--- config.mk ---
export PLATFORM = sky130hd
export DESIGN_NAME = cip_top
export DESIGN_NICKNAME = d
export VERILOG_FILES = /design/src/include/cip_pkg.sv /design/src/design/cip_top.sv
export SDC_FILE = /design/constraint.sdc
export NUM_CORES = 1
export LEC_CHECK = 0
export ABC_AREA = 1
export CORE_ASPECT_RATIO = 1.25
export CORE_MARGIN = 10
export CORE_UTILIZATION = 63
export DETAILED_ROUTE_END_ITERATION = 6
export DONT_BUFFER_PORTS = 1
export PLACE_DENSITY = 0.76
export SYNTH_ARGS = -nofsm -noshare
export SYNTH_HDL_FRONTEND = slang
export SYNTH_SLANG_ARGS = --single-unit
--- constraint.sdc ---
create_clock -name REF_CLK -period 4.25 [get_ports REF_CLK]
set_input_delay 0.2125 -clock REF_CLK [delete_from_list [all_inputs] [get_ports REF_CLK]]
set_output_delay 0.2125 -clock REF_CLK [all_outputs]
set_load 0.02 [all_outputs]
--- src/include/cip_pkg.sv ---
// Package: register map, fields and timing constants of the counter interrupt prioritizer
package cip_pkg;

  // ****************************************
  // Register offsets
  // ****************************************
  localparam logic [11:0] OFF_ENABLE  = 12'h000;
  localparam logic [11:0] OFF_FILTER  = 12'h004;
  localparam logic [11:0] OFF_CONFIG  = 12'h008;
  localparam logic [11:0] OFF_PENDING = 12'h00c;
  localparam logic [11:0] OFF_STATUS  = 12'h010;
  localparam logic [11:0] OFF_MASK    = 12'h014;
  localparam logic [11:0] OFF_CLDONE  = 12'h018;
  localparam logic [11:0] OFF_CLLIST  = 12'h01c;

  // ****************************************
  // Source numbering, fixed priority order
  // ****************************************
  localparam int NSRC      = 15;
  localparam int SRC_OUT1  = 0;
  localparam int SRC_OUT2  = 1;
  localparam int SRC_OUT3  = 2;
  localparam int SRC_OUT4  = 3;
  localparam int SRC_OUT5  = 4;
  localparam int SRC_GATE1 = 5;
  localparam int SRC_RST6  = 10;
  localparam int SRC_OUT6  = 12;
  localparam int SRC_OUT7  = 13;
  localparam int SRC_ERR   = 14;

  // ****************************************
  // Enable register fields
  // ****************************************
  localparam int EN_GLOBAL_BIT = 16;
  localparam int EN_ERROR_BIT  = 17;
  localparam int EN_CMP67_BIT  = 18;

  // ****************************************
  // Config register fields
  // ****************************************
  localparam int CFG_EXT_BIT   = 3;
  localparam logic [2:0] CFG_SLOT_RST = 3'h0;

  // ****************************************
  // Status bits
  // ****************************************
  localparam int ST_RAISED  = 0;
  localparam int ST_HELD    = 1;
  localparam int ST_LATE    = 2;
  localparam int NSTAT      = 3;

  // ****************************************
  // Timing, in nanoseconds
  // ****************************************
  localparam int CLK_NS          = 4;
  localparam int T_BASIC_NS      = 20000;
  localparam int T_BASIC_CMP_NS  = 70000;
  localparam int T_EXT_NS        = 250000;
  localparam int T_STEP_BASIC_NS = 50000;
  localparam int T_CMP_EXTRA_NS  = 50000;

  typedef enum {ST_IDLE, ST_LIST, ST_RAISE} cip_state_t;

  typedef struct packed {
    logic        sel;
    logic        enable;
    logic        write;
    logic [11:0] addr;
    logic [31:0] wdata;
  } cip_apb_req_t;

endpackage : cip_pkg

--- src/design/cip_top.sv ---
// Counter interrupt prioritizer with APB registers
// How it works
// - Raising an interrupt drives the configured shared byte bit to one.
// - Single source signalled within 20 us basic, 250 us extended.
// - With counter 6/7 comparator on, single limit is 70 us basic.
// - Several pending sources served in priority, highest within 20/250 us.
// - Lowest of n simultaneous signalled within n times 50/250 us.
// - Comparator on 6/7 may add up to 50 us more.
// - A running control word lengthens reaction by its processing time.
// - Highest first; its command list completes before next is raised.
// - Outputs 1-5, gates 1-5, resets 6-7; outputs 6-7 only with comparator.
// - Sources: counter outputs 1-7, gates 1-5, resets 6-7, module errors.
// - Source needs its own enable and the global trigger enable.
// - Module errors interrupt only with the error interrupt enable.
// - After start-up every source is disabled.
// - Extended filter runs a command list without signalling the host.
// - While output disable is active, events are stored, not raised.
//
// Decided for this implementation: the APB interface to the registers and the placing of the registers.
`timescale 1ns/1ns
module cip_top #(
  parameter int T_LIMIT_CYC = (cip_pkg::T_EXT_NS + cip_pkg::CLK_NS - 1) / cip_pkg::CLK_NS
) (
  // Clock and reset
  input  wire logic        REF_CLK,
  input  wire logic        RST_B,
  // APB slave
  input  wire logic        PSEL,
  input  wire logic        PENABLE,
  input  wire logic        PWRITE,
  input  wire logic [11:0] PADDR,
  input  wire logic [31:0] PWDATA,
  output logic      [31:0] PRDATA,
  output logic             PREADY,
  output logic             PSLVERR,
  // Event inputs from counters and module
  input  wire logic [cip_pkg::NSRC-1:0] SRC_EVENT,
  input  wire logic        CTRL_WORD_BUSY,
  // Host side
  input  wire logic        OUTPUT_DISABLE_COMMAND,
  output logic             INT_LINE,
  output logic      [7:0]  SHARED_INTERRUPT_BYTE,
  output logic             LIST_START,
  output logic      [3:0]  LIST_SRC,
  output logic             IRQ
);

  localparam int N = cip_pkg::NSRC;

  // ****************************************
  // Elaboration checks
  // ****************************************
  if (T_LIMIT_CYC < 1) begin : g_bad_limit
    $error("T_LIMIT_CYC must be at least one");
  end
  // Source index travels in four bits
  if (N > 16) begin : g_bad_nsrc
    $error("NSRC does not fit the four bit source index");
  end
  // Errors keep the lowest priority
  if (cip_pkg::SRC_ERR != N - 1) begin : g_bad_err
    $error("error source must be the last source");
  end
  // Control bits sit above the source enables
  if (cip_pkg::EN_GLOBAL_BIT < N || cip_pkg::EN_ERROR_BIT < N ||
      cip_pkg::EN_CMP67_BIT < N) begin : g_bad_en
    $error("enable control bits overlap the source enables");
  end

  // ****************************************
  // Input synchronisers
  // ****************************************
  logic [N-1:0] s1;
  logic [N-1:0] s2;
  logic [N-1:0] s3;
  logic [2:0]   od_sync;
  logic         od_active;
  logic [N-1:0] src_rise;

  always_ff @(posedge REF_CLK or negedge RST_B) begin
    if (!RST_B) begin
      s1 <= '0;
      s2 <= '0;
      s3 <= '0;
    end else begin
      s1 <= SRC_EVENT;
      s2 <= s1;
      s3 <= s2;
    end
  end

  always_ff @(posedge REF_CLK or negedge RST_B) begin
    if (!RST_B) begin
      od_sync   <= 3'h0;
      od_active <= 1'b0;
    end else begin
      od_sync <= {od_sync[1:0], OUTPUT_DISABLE_COMMAND};
      // Level follows once two stages agree
      if (od_sync[1] == od_sync[2]) begin
        od_active <= od_sync[2];
      end
    end
  end

  // Event counts when the second stage is high and the third stage is still low
  assign src_rise = s2 & ~s3;

  // ****************************************
  // Registers
  // ****************************************
  cip_pkg::cip_apb_req_t req;
  logic [31:0] enable_reg;
  logic [N-1:0] filter_reg;
  logic [N-1:0] list_reg;
  logic [3:0]  config_reg;
  logic [cip_pkg::NSTAT-1:0] status;
  logic [cip_pkg::NSTAT-1:0] mask;
  logic [cip_pkg::NSTAT-1:0] stat_set;
  logic [N-1:0] pending;
  logic        wr_en;
  logic        rd_setup;
  logic        list_done_wr;
  logic        stat_rd;

  assign req     = '{sel: PSEL, enable: PENABLE, write: PWRITE, addr: PADDR, wdata: PWDATA};
  assign wr_en   = req.sel && req.enable && req.write;
  assign rd_setup = req.sel && !req.enable && !req.write;
  // Status clears at the setup edge, where its read data is captured
  assign stat_rd  = rd_setup && (req.addr == cip_pkg::OFF_STATUS);
  assign list_done_wr = wr_en && (req.addr == cip_pkg::OFF_CLDONE);

  always_ff @(posedge REF_CLK or negedge RST_B) begin
    if (!RST_B) begin
      enable_reg <= 32'h0000_0000;
      filter_reg <= '0;
      list_reg   <= '0;
      config_reg <= 4'h0;
      mask       <= '0;
    end else if (wr_en) begin
      case (req.addr)
        cip_pkg::OFF_ENABLE: enable_reg <= req.wdata;
        cip_pkg::OFF_FILTER: filter_reg <= req.wdata[N-1:0];
        cip_pkg::OFF_CONFIG: config_reg <= req.wdata[3:0];
        cip_pkg::OFF_MASK:   mask       <= req.wdata[cip_pkg::NSTAT-1:0];
        cip_pkg::OFF_CLLIST: list_reg   <= req.wdata[N-1:0];
        default: ;
      endcase
    end
  end

  logic        addr_ok;
  // Unmapped offsets answer with an error
  always_comb begin
    case (req.addr)
      cip_pkg::OFF_ENABLE, cip_pkg::OFF_FILTER, cip_pkg::OFF_CONFIG, cip_pkg::OFF_PENDING,
      cip_pkg::OFF_STATUS, cip_pkg::OFF_MASK, cip_pkg::OFF_CLDONE,
      cip_pkg::OFF_CLLIST: addr_ok = 1'b1;
      default: addr_ok = 1'b0;
    endcase
  end

  always_ff @(posedge REF_CLK or negedge RST_B) begin
    if (!RST_B) begin
      PRDATA  <= 32'h0000_0000;
      PREADY  <= 1'b0;
      PSLVERR <= 1'b0;
    end else begin
      // Read data taken at setup; access lasts one cycle
      PREADY  <= req.sel && !req.enable;
      PSLVERR <= req.sel && !req.enable && !addr_ok;
      PRDATA  <= 32'h0000_0000;
      if (rd_setup) begin
        case (req.addr)
          cip_pkg::OFF_ENABLE:  PRDATA <= enable_reg;
          cip_pkg::OFF_FILTER:  PRDATA <= 32'(filter_reg);
          cip_pkg::OFF_CONFIG:  PRDATA <= 32'(config_reg);
          cip_pkg::OFF_PENDING: PRDATA <= 32'(pending);
          cip_pkg::OFF_STATUS:  PRDATA <= 32'(status);
          cip_pkg::OFF_MASK:    PRDATA <= 32'(mask);
          cip_pkg::OFF_CLLIST:  PRDATA <= 32'(list_reg);
          default:              PRDATA <= 32'h0000_0000;
        endcase
      end
    end
  end

  // ****************************************
  // Source qualification
  // ****************************************
  logic         ext_variant;
  logic         cmp67;
  logic [N-1:0] src_ok;
  logic [N-1:0] qualified;

  assign ext_variant = config_reg[cip_pkg::CFG_EXT_BIT];
  assign cmp67       = enable_reg[cip_pkg::EN_CMP67_BIT];

  genvar g;
  generate
    for (g = 0; g < N; g++) begin : g_src
      if (g == cip_pkg::SRC_ERR) begin : g_err
        assign src_ok[g] = enable_reg[cip_pkg::EN_ERROR_BIT];
      end else if (g == cip_pkg::SRC_OUT6 || g == cip_pkg::SRC_OUT7) begin : g_cmp
        assign src_ok[g] = enable_reg[g] && cmp67;
      end else begin : g_norm
        assign src_ok[g] = enable_reg[g];
      end
    end
  endgenerate

  // Only a rising edge of an enabled source counts
  assign qualified = src_rise & src_ok & {N{enable_reg[cip_pkg::EN_GLOBAL_BIT]}};

  // ****************************************
  // Priority service
  // ****************************************
  cip_pkg::cip_state_t state;
  logic [3:0]   cur;
  logic [N-1:0] grant;
  logic [3:0]   grant_idx;
  logic         grant_any;
  logic         serve_ok;

  // Lowest index wins: outputs, gates, resets, then outputs 6/7 and errors
  always_comb begin
    grant_idx = 4'h0;
    grant_any = 1'b0;
    for (int i = N - 1; i >= 0; i--) begin
      if (pending[i]) begin
        grant_idx = 4'(i);
        grant_any = 1'b1;
      end
    end
  end
  assign grant = grant_any ? (N'(1) << grant_idx) : '0;

  // Service waits for output disable and a running control word
  assign serve_ok = grant_any && !od_active && !CTRL_WORD_BUSY;

  always_ff @(posedge REF_CLK or negedge RST_B) begin
    if (!RST_B) begin
      pending <= '0;
    end else begin
      // Set wins over the service clear
      pending <= (pending & ~((state == cip_pkg::ST_IDLE && serve_ok) ? grant : '0))
                 | qualified;
    end
  end

  always_ff @(posedge REF_CLK or negedge RST_B) begin
    if (!RST_B) begin
      state      <= cip_pkg::ST_IDLE;
      cur        <= 4'h0;
      LIST_START <= 1'b0;
      LIST_SRC   <= 4'h0;
      INT_LINE   <= 1'b0;
      SHARED_INTERRUPT_BYTE <= 8'h00;
    end else begin
      LIST_START <= 1'b0;
      INT_LINE   <= 1'b0;
      SHARED_INTERRUPT_BYTE <= 8'h00;
      case (state)
        cip_pkg::ST_IDLE: begin
          // Highest pending source first
          if (serve_ok) begin
            cur <= grant_idx;
            if (list_reg[grant_idx]) begin
              LIST_START <= 1'b1;
              LIST_SRC   <= grant_idx;
              state      <= cip_pkg::ST_LIST;
            end else begin
              state <= cip_pkg::ST_RAISE;
            end
          end
        end
        cip_pkg::ST_LIST: begin
          // List runs outside; software reports its end
          if (list_done_wr) begin
            state <= (ext_variant && filter_reg[cur]) ? cip_pkg::ST_IDLE
                                                       : cip_pkg::ST_RAISE;
          end
        end
        cip_pkg::ST_RAISE: begin
          // Raise waits while output disable holds
          if (!od_active) begin
            INT_LINE <= 1'b1;
            SHARED_INTERRUPT_BYTE <= 8'h01 << config_reg[2:0];
            state <= cip_pkg::ST_IDLE;
          end
        end
        default: state <= cip_pkg::ST_IDLE;
      endcase
    end
  end

  // ****************************************
  // Reaction time watchdog
  // ****************************************
  localparam int LIM_BASIC = cip_pkg::T_BASIC_NS / cip_pkg::CLK_NS;
  localparam int LIM_BCMP  = cip_pkg::T_BASIC_CMP_NS / cip_pkg::CLK_NS;
  logic [31:0] wait_cnt;
  logic [31:0] limit;

  always_comb begin
    if (ext_variant) begin
      limit = 32'(T_LIMIT_CYC);
    end else if (cmp67) begin
      limit = 32'(LIM_BCMP);
    end else begin
      limit = 32'(LIM_BASIC);
    end
  end

  always_ff @(posedge REF_CLK or negedge RST_B) begin
    if (!RST_B) begin
      wait_cnt <= 32'h0000_0000;
    end else if (state != cip_pkg::ST_IDLE || !grant_any || od_active || CTRL_WORD_BUSY) begin
      wait_cnt <= 32'h0000_0000;
    end else if (wait_cnt != 32'hffff_ffff) begin
      // Saturate so a long wait flags late once
      wait_cnt <= wait_cnt + 32'h0000_0001;
    end
  end

  // ****************************************
  // Interrupt status
  // ****************************************
  assign stat_set[cip_pkg::ST_RAISED] = (state == cip_pkg::ST_RAISE) && !od_active;
  assign stat_set[cip_pkg::ST_HELD]   = od_active && |qualified;
  assign stat_set[cip_pkg::ST_LATE]   = (wait_cnt == limit);

  always_ff @(posedge REF_CLK or negedge RST_B) begin
    if (!RST_B) begin
      status <= '0;
      IRQ    <= 1'b0;
    end else begin
      // Set wins over the read clear
      status <= (stat_rd ? '0 : status) | stat_set;
      IRQ    <= |(((stat_rd ? '0 : status) | stat_set) & mask);
    end
  end

endmodule : cip_top

==> results of run 1 <==
==> power by group <==
group / switching (W) / leakage, nW / internal (W)
registers: 0.000130 / 2.91 / 0.00223
clock network: 0.000819 / 0.363 / 0.00117
logic: 0.000513 / 1.68 / 0.000223
total: 0.00146 / 4.95 / 0.00362
==> worst paths after layout <==
kind                                      startpoint                   endpoint  slack [ns]
worst max register to register  pending[1]$_DFF_PN0_       pending[8]$_DFF_PN0_        1.55
worst max-delay path            pending[1]$_DFF_PN0_       pending[8]$_DFF_PN0_        1.55
min in group REF_CLK                       PWDATA[1]  filter_reg[1]$_DFFE_PN0P_        0.01
worst min register to register       s1[1]$_DFF_PN0_            s2[1]$_DFF_PN0_        0.34
worst min-delay path                           RST_B    wait_cnt[6]$_DFFE_PN0P_       -0.61
max in group asynchronous                      RST_B   wait_cnt[25]$_DFFE_PN0P_        4.55
==> per-layer routing <==
layer,vias up,GRT usage (%),wire (µm),part of all wire [%]
met3,78,3.77,1480,5.9
met5,-,0,0,0
met2,321,43.8,12900,51
met1,3619,30.7,9870,39
met4,0,9.60,940,3.7
li1,3526,-,-,-
==> cells in the final DEF, fill, tap and decap left out, types with 4 or more instances in the layout <==
master / netlist / final
dfrtp_1: 223 / 223
nand2_1: 210 / 210
inv_1: 129 / 129
o21ai_0: 101 / 101
nor2_1: 92 / 92
dlygate4sd3_1: 0 / 53
nand3_1: 34 / 34
a21oi_1: 31 / 31
nand4_1: 25 / 25
nor3_1: 24 / 24
clkbuf_16: 0 / 22
mux2_2: 16 / 16
nor4_1: 14 / 14
o21ai_1: 12 / 12
nand2_2: 11 / 11
o22ai_1: 10 / 10
a221oi_1: 8 / 8
a41oi_1: 7 / 7
clkinv_2: 0 / 6
inv_2: 5 / 5
o31ai_1: 6 / 5
nand3_2: 5 / 5
a31oi_1: 4 / 4
clkbuf_1: 15 / 4
==> cell type report <==
type	instances	area share [%]
Sequential cell	223	51.1
Multi-Input combinational cell	645	30.4
Clock buffer	28	5.43
Timing Repair Buffer	56	5.06
Inverter	135	4.64
Tap cell	182	2.09
Clock inverter	11	1.32
==> through the flow <==
step | hold WS, ns | instance area, µm²
floorplan | -0.0831 | 9510
finish | -0.614 | 10900
global route | -0.628 | 10900
global placement | -0.0743 | 9650
detailed placement | -0.0742 | 9650
CTS | -0.620 | 10900
==> cell families (layout without fill, tap and decap cells) <==
group / Yosys count / in the layout
AOI/OAI and AO/OA: 191 / 191
adders and majority gates: 3 / 3
buffers and inverters: 161 / 230
DFF: 223 / 223
muxes: 16 / 16
and+or+nand+nor: 435 / 435
==> what timing repair did <==
| action | CTS | global route |
|---|---|---|
| setup buffers | 0 | 0 |
| gates resized for setup | 0 | 0 |
| hold endpoints to repair | 304 | 223 |
==> key figures, run 1 <==
Critical path
  – Most used cell, CP: nor3_1
  – Delay of the slowest critical-path stage: about 0.47 ns
  – Bufs and invs on worst path: 3
  – Worst EP required: between 4 and 5 ns
  – Crit path max-delay cell type: inv_2
  – Crit. End Element: register
  – WP data arrival: between 3 and 4 ns
  – Worst setup path class: reg2reg
  – Worst Setup Start Kind: register
  – Worst path depth: 11
  – CP top delay family: simple AND/OR/NAND/NOR gates
  – Crit path cell chain: inv_1 -> nand2_1 -> nor3_1 -> inv_1 -> nor3_1 -> nor3_1 -> nand2_2 -> inv_2 -> nand2_1 -> nor4_1 -> o21ai_0
  – Worst r2r path cells: 11
  – Crit path max fanout: 31

Finish
  – Post-route insts no fill: 1280
  – Number of fill cells: between 1000 and 1500
  – Final Util: between 70% and 80%
  – Layout cells sized above 1: 8.56%
  – Number of diodes: 0
  – Area of the multi-input gates: between 3000 and 4000 µm²
  – Syn-to-layout area delta: 14.8%
  – Nets@finish: between 1000 and 1500
  – Sequential Area: 5580 µm²

Yosys
  – Synth cell count leaders: dfrtp_1, nand2_1, inv_1
  – Synth top area cells: dfrtp_1, nand2_1, o21ai_0
  – Synthesized flop and latch total: roughly 220
  – Syn Nets: roughly 1100
  – Post-synthesis xor/xnor area fraction: 0%
  – Netlist Area Pre-Place: 9510 µm²
  – Mapped Cells: 1029
  – Simple-gate portion of the synthesized area: between 20% and 30%
  – Synth unique cells: 47
  – Syn avg cell area: ~9.2 µm²
  – Post-synth EDFFs: 0
  – Mux cell area share after synthesis: roughly 1.9%
  – Synth Area in Compound Gates: 11.5%
  – Largest family of logic cells by synthesized area: simple AND/OR/NAND/NOR gates
  – Sequential-to-total area share from yosys stat: roughly three fifths
  – Top-area cell type share of the netlist area: between 50% and 60%
  – Adder-Cell Fraction of Synth Area: less than 1%
  – Top FF cell, synth: dfrtp_1
  – Synth warnings: 0
  – Yosys top cell by area: dfrtp_1
  – Top-count cell post-synth: dfrtp_1
  – Synth async-reset ratio: 100%

STA
  – Final period util: a little under two thirds
  – Setup TNS: 0 ns
  – Worst rel slew slack: roughly 23%
  – Shortest period the worst path allows: 2.70 ns
  – Worst slew pin tran: roughly 1.2 ns
  – Final hold vios: approximately 220
  – Setup violators final: 0
  – Hold WS: -0.614 ns
  – Setup repair after global routing missed its margin: no
  – Max Freq: about 0.37 GHz
  – Setup ws final: around 1.6 ns
  – Max Slew Vio Count: 0
  – Skew final: about 0.024 ns

Detailed routing
  – Drt drc: 0
  – Wirelength, routed: around 25000 µm
  – First drt pass iteration count: 6
  – ANT nets after route: 0
  – Via count: 7544
  – DR iter-0 viols: approximately 760
  – Vias per inst: 5.89
  – Per-cell routed wire length: between 15 and 20 µm

Power
  – Leak: between 4 and 5 nW
  – Total power per unit cell area: 466 nW/µm²
  – Peak VDD IR: roughly 0.45 mV
  – Total power: a little over 0.005 W

Clock tree
  – CTS tree: yes
  – Max clock buf depth: 3
  – Hold-fix buffers, CTS: 53
  – Total CTS buffers: 22
  – H-tree levels: 1
  – Clock root buffer master: clkbuf_16
  – Clock sink total: about 220
  – Worst-path clk slew: about 0.07 ns
  – Clk_lat worst skew: around 0.52 ns

Place
  – Worst slack, placed: about 1.6 ns
  – GP Congestion: between 1 and 1.5
  – IO buf count: 0
  – Post-placement cell count: about 1200
  – HPWL after DPL: approximately 18000 µm

Status
  – Failing checks: hold timing
  – Status: complete, but fails checks

Worst hold path
  – HP Class: in2async

Global route
  – Vias in the first global route: between 7000 and 8000
  – Initial antenna violation count: 0
  – Congestion Overflow GR: 0
  – Global Route Usage Sum: roughly a quarter
  – Largest net degree at the start of global routing: between 200 and 250
  – First-pass GRT wire length: 40300 µm

Floorplanning
  – Chip width: between 100 and 150 µm
  – Ports: around 120
  – Height of the die: between 150 and 200 µm
  – Core area: about 15000 µm²
  – Initial Util: between 60% and 70%
  – Die area: 20400 µm²
  – Row count: 50

Run
  – Max-cap violation count: 0
(Power assumes the default switching activity.)
==> run 2: changes to the inputs <==
CORE_UTILIZATION = 57   (was 63)
PLACE_DENSITY = 0.72   (was 0.76)
clock period = 2.46 ns   (was 4.25 ns; I/O delays follow)
==> key figures, run 2 (synthesis gave the netlist of run 1 again) <==
Critical path
  – Bufs and invs on worst path: 2 (was 3)
  – Delay of the slowest critical-path stage: 0.46 ns (was 0.47 ns)
  – Crit path cell chain: nand2_2 -> nor3_4 -> nand3_1 -> nor3_2 -> nand2_2 -> nand2_1 -> nor2_2 -> nand2_1 -> nor4_2 -> buf_4 -> nand2_1 -> inv_1 -> o21ai_0 -> a21oi_1 (was inv_1 -> nand2_1 -> nor3_1 -> inv_1 -> nor3_1 -> nor3_1 -> nand2_2 -> inv_2 -> nand2_1 -> nor4_1 -> o21ai_0)
  – R2R Path End: wait_cnt[18]$_DFFE_PN0P_ (was pending[8]$_DFF_PN0_)
  – WP data arrival: 2.67 ns (was 3.08 ns)
  – Worst r2r path cells: 14 (was 11)
  – CP top delay family: simple AND/OR/NAND/NOR gates (unchanged)
  – Crit. End Element: register (unchanged)
  – Most used cell, CP: nand2_1 (was nor3_1)
  – R2R setup slack: 0.19 ns (was 1.55 ns)
  – Worst Setup Start Kind: register (unchanged)
  – Crit path max fanout: 5 (was 31)
  – Worst EP required: 2.85 ns (was 4.63 ns)
  – Crit path max-delay cell type: dfrtp_1 (was inv_2)
  – Reg-to-reg critical path startpoint: wait_cnt[12]$_DFFE_PN0P_ (was pending[1]$_DFF_PN0_)
  – Worst setup path class: reg2reg (unchanged)

Finish
  – Nets@finish: 1194 (was 1151)
  – Most frequent cells in the layout: dfrtp_1, nand2_1, inv_1, o21ai_0, nor2_1 (unchanged)
  – Most common cell after layout, fill and taps aside: dfrtp_1 (unchanged)
  – Layout cells sized above 1: 12.9% (was 8.56%)
  – Syn-to-layout area delta: 19.5% (was 14.8%)
  – Number of diodes: 0 (unchanged)
  – Number of fill cells: 1239 (was 1069)

STA
  – Skew final: 0.0218 ns (was 0.0241 ns)
  – Setup repair after global routing missed its margin: no (unchanged)
  – Max Slew Vio Count: 0 (unchanged)
  – Worst slew pin tran: 0.707 ns (was 1.15 ns)
  – Hold WS: -0.702 ns (was -0.614 ns)
  – Setup violators final: 0 (unchanged)
  – Setup TNS: 0 ns (unchanged)
  – Max Freq: 0.440 GHz (was 0.371 GHz)
  – Final hold vios: 225 (was 223)
  – Shortest period the worst path allows: 2.27 ns (was 2.70 ns)
  – Worst rel slew slack: 52.4% (was 22.9%)
  – Final period util: 92.5% (was 63.5%)

Clock tree
  – Total CTS buffers: 23 (was 22)
  – Max clock buf depth: 3 (unchanged)
  – Clock root buffer master: clkbuf_16 (unchanged)
  – CTS tree: yes (unchanged)
  – H-tree levels: 1 (unchanged)
  – Post CTS Setup Buffer Count: 0 (unchanged)
  – Clk_lat worst skew: 0.52 ns (about the same)
  – Worst-path clk slew: 0.07 ns (about the same)
  – Clock sink total: 223 (unchanged)
  – Hold-fix buffers, CTS: 56 (was 53)

Run
  – Max-cap violation count: 0 (unchanged)

Detailed routing
  – First drt pass iteration count: 5 (was 6)
  – Wirelength, routed: 26900 µm (was 25200 µm)
  – DR iter-0 viols: 574 (was 762)
  – ANT nets after route: 0 (unchanged)
  – Drt drc: 0 (unchanged)
  – Per-cell routed wire length: 19.8 µm (was 19.7 µm)
  – Via count: 7793 (was 7544)
  – Vias per inst: 5.73 (was 5.89)

Place
  – GP Congestion: 1.06 (was 1.01)
  – IO buf count: 0 (unchanged)
  – HPWL after DPL: 18600 µm (was 17600 µm)

Global route
  – Congestion Overflow GR: 0 (unchanged)
  – Vias in the first global route: 8098 (was 7537)
  – First-pass GRT wire length: 42800 µm (was 40300 µm)
  – Initial antenna violation count: 0 (unchanged)
  – Global Route Usage Sum: 24.3% (was 25.2%)
  – Largest net degree at the start of global routing: 224 (unchanged)

Worst hold path
  – HP Class: in2async (unchanged)

Floorplanning
  – Row count: 52 (was 50)
  – Chip width: 136 µm (was 130 µm)
  – Die area: 22300 µm² (was 20400 µm²)
  – Core area: 16300 µm² (was 14900 µm²)
  – Initial Util: 58.5% (was 63.9%)
  – Ports: 115 (unchanged)
  – Height of the die: 164 µm (was 157 µm)

Power
  – Leak: 5.18 nW (was 4.95 nW)
  – Total power per unit cell area: 792 nW/µm² (was 466 nW/µm²)
  – Total power: 0.00900 W (was 0.00508 W)
  – Peak VDD IR: 0.953 mV (was 0.449 mV)

Status
  – Failing checks: hold timing (unchanged)
  – Status: complete, but fails checks (unchanged)
[run 2: changes by cell type in the layout (fill, tap and decap cells not counted), moves of 2 or more]
cell / previous run / this run
buf_4: 3 / 42
dlygate4sd3_1: 53 / 56
nand2_1: 210 / 207
inv_6: 0 / 2
clkinvlp_4: 1 / 4
clkbuf_1: 4 / 0
nand2_2: 11 / 13
clkinv_4: 0 / 4
nand3_1: 34 / 32
[run 2: worst max path at each step]
stage,endpoint,start,cells past startpoint
6_report,wait_cnt[18]$_DFFE_PN0P_,wait_cnt[12]$_DFFE_PN0P_,14
5_1_grt,LIST_SRC[2]$_DFFE_PN0P_,pending[12]$_DFF_PN0_,21
4_1_cts,wait_cnt[31]$_DFFE_PN0P_,wait_cnt[20]$_DFFE_PN0P_,9
3_5_place_dp,wait_cnt[31]$_DFFE_PN0P_,wait_cnt[20]$_DFFE_PN0P_,9
3_3_place_gp,LIST_SRC[3]$_DFFE_PN0P_,pending[12]$_DFF_PN0_,16
2_1_floorplan,wait_cnt[21]$_DFFE_PN0P_,wait_cnt[0]$_DFFE_PN0P_,17
[run 2: cell type report]
class / count / area [µm²] / area share (%)
Tap cell: 216 / 270 / 2.38
Clock inverter: 18 / 184 / 1.62
Sequential cell: 223 / 5580 / 49.1
Timing Repair Buffer: 98 / 876 / 7.71
Clock buffer: 24 / 589 / 5.18
Inverter: 135 / 507 / 4.46
Multi-Input combinational cell: 645 / 3360 / 29.6
[run 2: timing repair]
| action | 4_1_cts | 5_1_grt |
|---|---|---|
| endpoints found under the setup margin | 0 | 9 |
| hold endpoints to repair | 328 | 223 |
| resized for setup | 0 | 10 |
[run 2: power breakdown]
group | internal [W] | switching [W]
Combinational | 0.000472 | 0.000954
Clock | 0.00199 | 0.00155
Sequential | 0.00385 | 0.000187
[run 2: metal layers]
layer  GRT usage [%]  share of wire (%)  vias up
met3            3.47                5.4       82
li1                -                  -     3608
met1            28.3                 38     3780
met2            43.5                 52      323
met4            10.7                4.5        0
met5               0                  0        -
[run 2: metrics by stage]
stage	hold slack [ns]	cells	cell area [µm²]	utilization [%]	worst slack, ns
final	-0.702	1359	11400	69.9	0.185
after global routing	-0.719	1359	11400	69.9	0.00443
after CTS	-0.715	1359	11300	69.6	0.128
after detailed placement	-0.164	1261	9990	61.4	0.139
after global placement	-0.164	1261	9990	61.4	0.118
after floorplan	-0.173	1029	9510	-	0.471
==> run 3: changes to the inputs <==
--- a/constraint.sdc
+++ b/constraint.sdc
@@ -3,2 +3,2 @@
 set_output_delay 0.123 -clock REF_CLK [all_outputs]
-set_load 0.02 [all_outputs]
+set_load 0.1 [all_outputs]
==> key figures, run 3 (synthesis gave the netlist of run 1 again) <==
Status
  – Status: complete, but fails checks (unchanged)
  – Failing checks: hold timing (unchanged)

Place
  – GP Congestion: 1.02 (was 1.06)
  – IO buf count: 0 (unchanged)
  – HPWL after DPL: 18800 µm (was 18600 µm)
  – Placed instance area: 9980 µm² (was 9990 µm²)

Detailed routing
  – First drt pass iteration count: 6 (was 5)
  – DR iter-0 viols: 576 (was 574)
  – Via count: 7734 (was 7793)
  – Vias per inst: 5.68 (was 5.73)
  – Wirelength, routed: 27400 µm (was 26900 µm)
  – Per-cell routed wire length: 20.1 µm (was 19.8 µm)
  – Drt drc: 0 (unchanged)
  – ANT nets after route: 0 (unchanged)

Global route
  – Largest net degree at the start of global routing: 224 (unchanged)
  – Global Route Usage Sum: 24.7% (was 24.3%)
  – First-pass GRT wire length: 43400 µm (was 42800 µm)
  – Initial antenna violation count: 1 (was 0)
  – Vias in the first global route: 8033 (was 8098)
  – Congestion Overflow GR: 0 (unchanged)

Critical path
  – Reg-to-reg critical path startpoint: wait_cnt[0]$_DFFE_PN0P_ (was wait_cnt[12]$_DFFE_PN0P_)
  – Crit path max fanout: 3 (was 5)
  – Worst EP required: 2.88 ns (was 2.85 ns)
  – R2R Path End: wait_cnt[30]$_DFFE_PN0P_ (was wait_cnt[18]$_DFFE_PN0P_)
  – Worst setup endpoint: wait_cnt[30]$_DFFE_PN0P_ (was wait_cnt[18]$_DFFE_PN0P_)
  – R2R setup slack: 0.19 ns (about the same)
  – Worst r2r path cells: 9 (was 14)
  – WP data arrival: 2.70 ns (was 2.67 ns)
  – CP Launch Point: wait_cnt[0]$_DFFE_PN0P_ (was wait_cnt[12]$_DFFE_PN0P_)
  – Worst setup path class: reg2reg (unchanged)
  – Worst Setup Start Kind: register (unchanged)
  – Crit. End Element: register (unchanged)

Floorplanning
  – Core area: 16300 µm² (unchanged)
  – Chip width: 136 µm (unchanged)
  – Height of the die: 164 µm (unchanged)
  – Die area: 22300 µm² (unchanged)
  – Initial Util: 58.5% (unchanged)
  – Row count: 52 (unchanged)
  – Ports: 115 (unchanged)

Clock tree
  – Total CTS buffers: 22 (was 23)
  – Worst-path clk slew: 0.07 ns (about the same)
  – CTS tree: yes (unchanged)
  – Clock sink total: 223 (unchanged)
  – Clk_lat worst skew: 0.51 ns (was 0.52 ns)
  – H-tree levels: 1 (unchanged)
  – Max clock buf depth: 3 (unchanged)
  – Hold-fix buffers, CTS: 56 (unchanged)
  – Clock root buffer master: clkbuf_16 (unchanged)

STA
  – Hold WS: -0.695 ns (was -0.702 ns)
  – Max Slew Vio Count: 0 (unchanged)
  – Shortest period the worst path allows: 2.27 ns (about the same)
  – Setup violators final: 0 (unchanged)
  – Final hold vios: 223 (was 225)
  – Max Freq: 0.440 GHz (about the same)
  – Setup repair after global routing missed its margin: yes (was no)
  – Worst rel slew slack: 37.2% (was 52.4%)
  – Skew final: 0.0105 ns (was 0.0218 ns)
  – Worst slew pin tran: 0.943 ns (was 0.707 ns)
  – Final period util: 92.4% (was 92.5%)

Power
  – Comb pwr share: 18.2% (was 15.8%)
  – Total power: 0.00919 W (was 0.00900 W)
  – Peak VDD IR: 0.683 mV (was 0.953 mV)
  – Sw frac: 30.2% (was 29.9%)
  – Pint: 0.00641 W (was 0.00631 W)
  – Total power per unit cell area: 810 nW/µm² (was 792 nW/µm²)
  – Leak: 5.18 nW (about the same)
  – Sw Pwr: 0.00278 W (was 0.00269 W)
  – Clk pwr share: 36.8% (was 39.3%)
  – Flop pwr share: 45.0% (was 44.8%)

Worst hold path
  – HP Class: in2async (unchanged)

Finish
  – Syn-to-layout area delta: 19.2% (was 19.5%)
  – Most frequent cells in the layout: dfrtp_1, nand2_1, inv_1, o21ai_0, nor2_1 (unchanged)
  – Nets@finish: 1196 (was 1194)
  – Number of fill cells: 1247 (was 1239)
  – Post-route cell area: 11300 µm² (was 11400 µm²)
  – Layout cells sized above 1: 12.1% (was 12.9%)
  – Most common cell after layout, fill and taps aside: dfrtp_1 (unchanged)

Run
  – Max-cap violation count: 0 (unchanged)
run 3: changes by cell type in the layout (fill, tap and decap cells not counted), moves of 2 or more:
cell,change
clkbuf_1,+6
clkbuf_8,+5
clkinv_4,-4
clkinvlp_4,-4
buf_4,+2
inv_6,-2
nand3_1,+2
nand3_2,-2
run 3: worst min path at each step:
stage                      from  cells after the start                        to  slack (ns)
after detailed placement  RST_B                      0   wait_cnt[6]$_DFFE_PN0P_       -0.16
final                     RST_B                      0  wait_cnt[12]$_DFFE_PN0P_       -0.69
after CTS                 RST_B                      0  wait_cnt[12]$_DFFE_PN0P_       -0.71
after global routing      RST_B                      0  wait_cnt[12]$_DFFE_PN0P_       -0.71
after floorplan           RST_B                      0        INT_LINE$_DFF_PN0_       -0.17
after global placement    RST_B                      0      od_sync[1]$_DFF_PN0_       -0.16
run 3: layer usage:
| metal | vias up | GRT usage [%] | part of all wire, % |
|---|---|---|---|
| li1 | 3607 | - | - |
| met1 | 3716 | 28.8 | 38 |
| met2 | 332 | 44.4 | 52 |
| met3 | 79 | 4.07 | 6.2 |
| met4 | 0 | 9.95 | 4.0 |
| met5 | - | 0 | 0 |
run 3: per-stage QoR:
step | utilization, % | hold WS [ns] | setup TNS [ns] | cells | setup slack, ns
3_3_place_gp | 61.4 | -0.163 | 0 | 1260 | 0.143
2_1_floorplan | - | -0.173 | 0 | 1029 | 0.471
4_1_cts | 69.3 | -0.706 | 0 | 1356 | 0.126
3_5_place_dp | 61.4 | -0.163 | 0 | 1260 | 0.148
6_report | 69.7 | -0.695 | 0 | 1361 | 0.187
5_1_grt | 69.7 | -0.710 | -0.0282 | 1361 | -0.0142
run 3: worst max-delay path: stages, from the launching register on:
cell,delay (ns)
dfrtp_1,0.35
ha_1,0.17
nand2_1,0.06
inv_1,0.10
nand3_2,0.08
buf_4,0.14
nor4_1,0.58
nand4_1,0.22
or2_2,0.32
a31oi_1,0.17
run 3: timing repair:
item	4_1_cts	5_1_grt
gates resized for setup	0	4
hold endpoints to repair	327	223
setup endpoints to repair	0	7
buffers inserted	0	4
run 3: cell type report:
| class | instances | area, µm² | area share, % |
|---|---|---|---|
| Antenna cell | 1 | 2.50 | 0.0221 |
| Clock inverter | 5 | 50.0 | 0.441 |
| Multi-Input combinational cell | 645 | 3340 | 29.4 |
| Inverter | 135 | 507 | 4.47 |
| Tap cell | 216 | 270 | 2.38 |
| Timing Repair Buffer | 101 | 911 | 8.03 |
| Clock buffer | 35 | 681 | 6.00 |
| Sequential cell | 223 | 5580 | 49.2 |
run 3: power groups by stage:
stage	logic (W)	registers, W	clock network [W]
after floorplan	0.000864	0.00428	0
after global placement	0.00145	0.00419	0
after detailed placement	0.00145	0.00419	0
after CTS	0.00153	0.00413	0.00343
after global routing	0.00182	0.00415	0.00357
final	0.00167	0.00414	0.00338
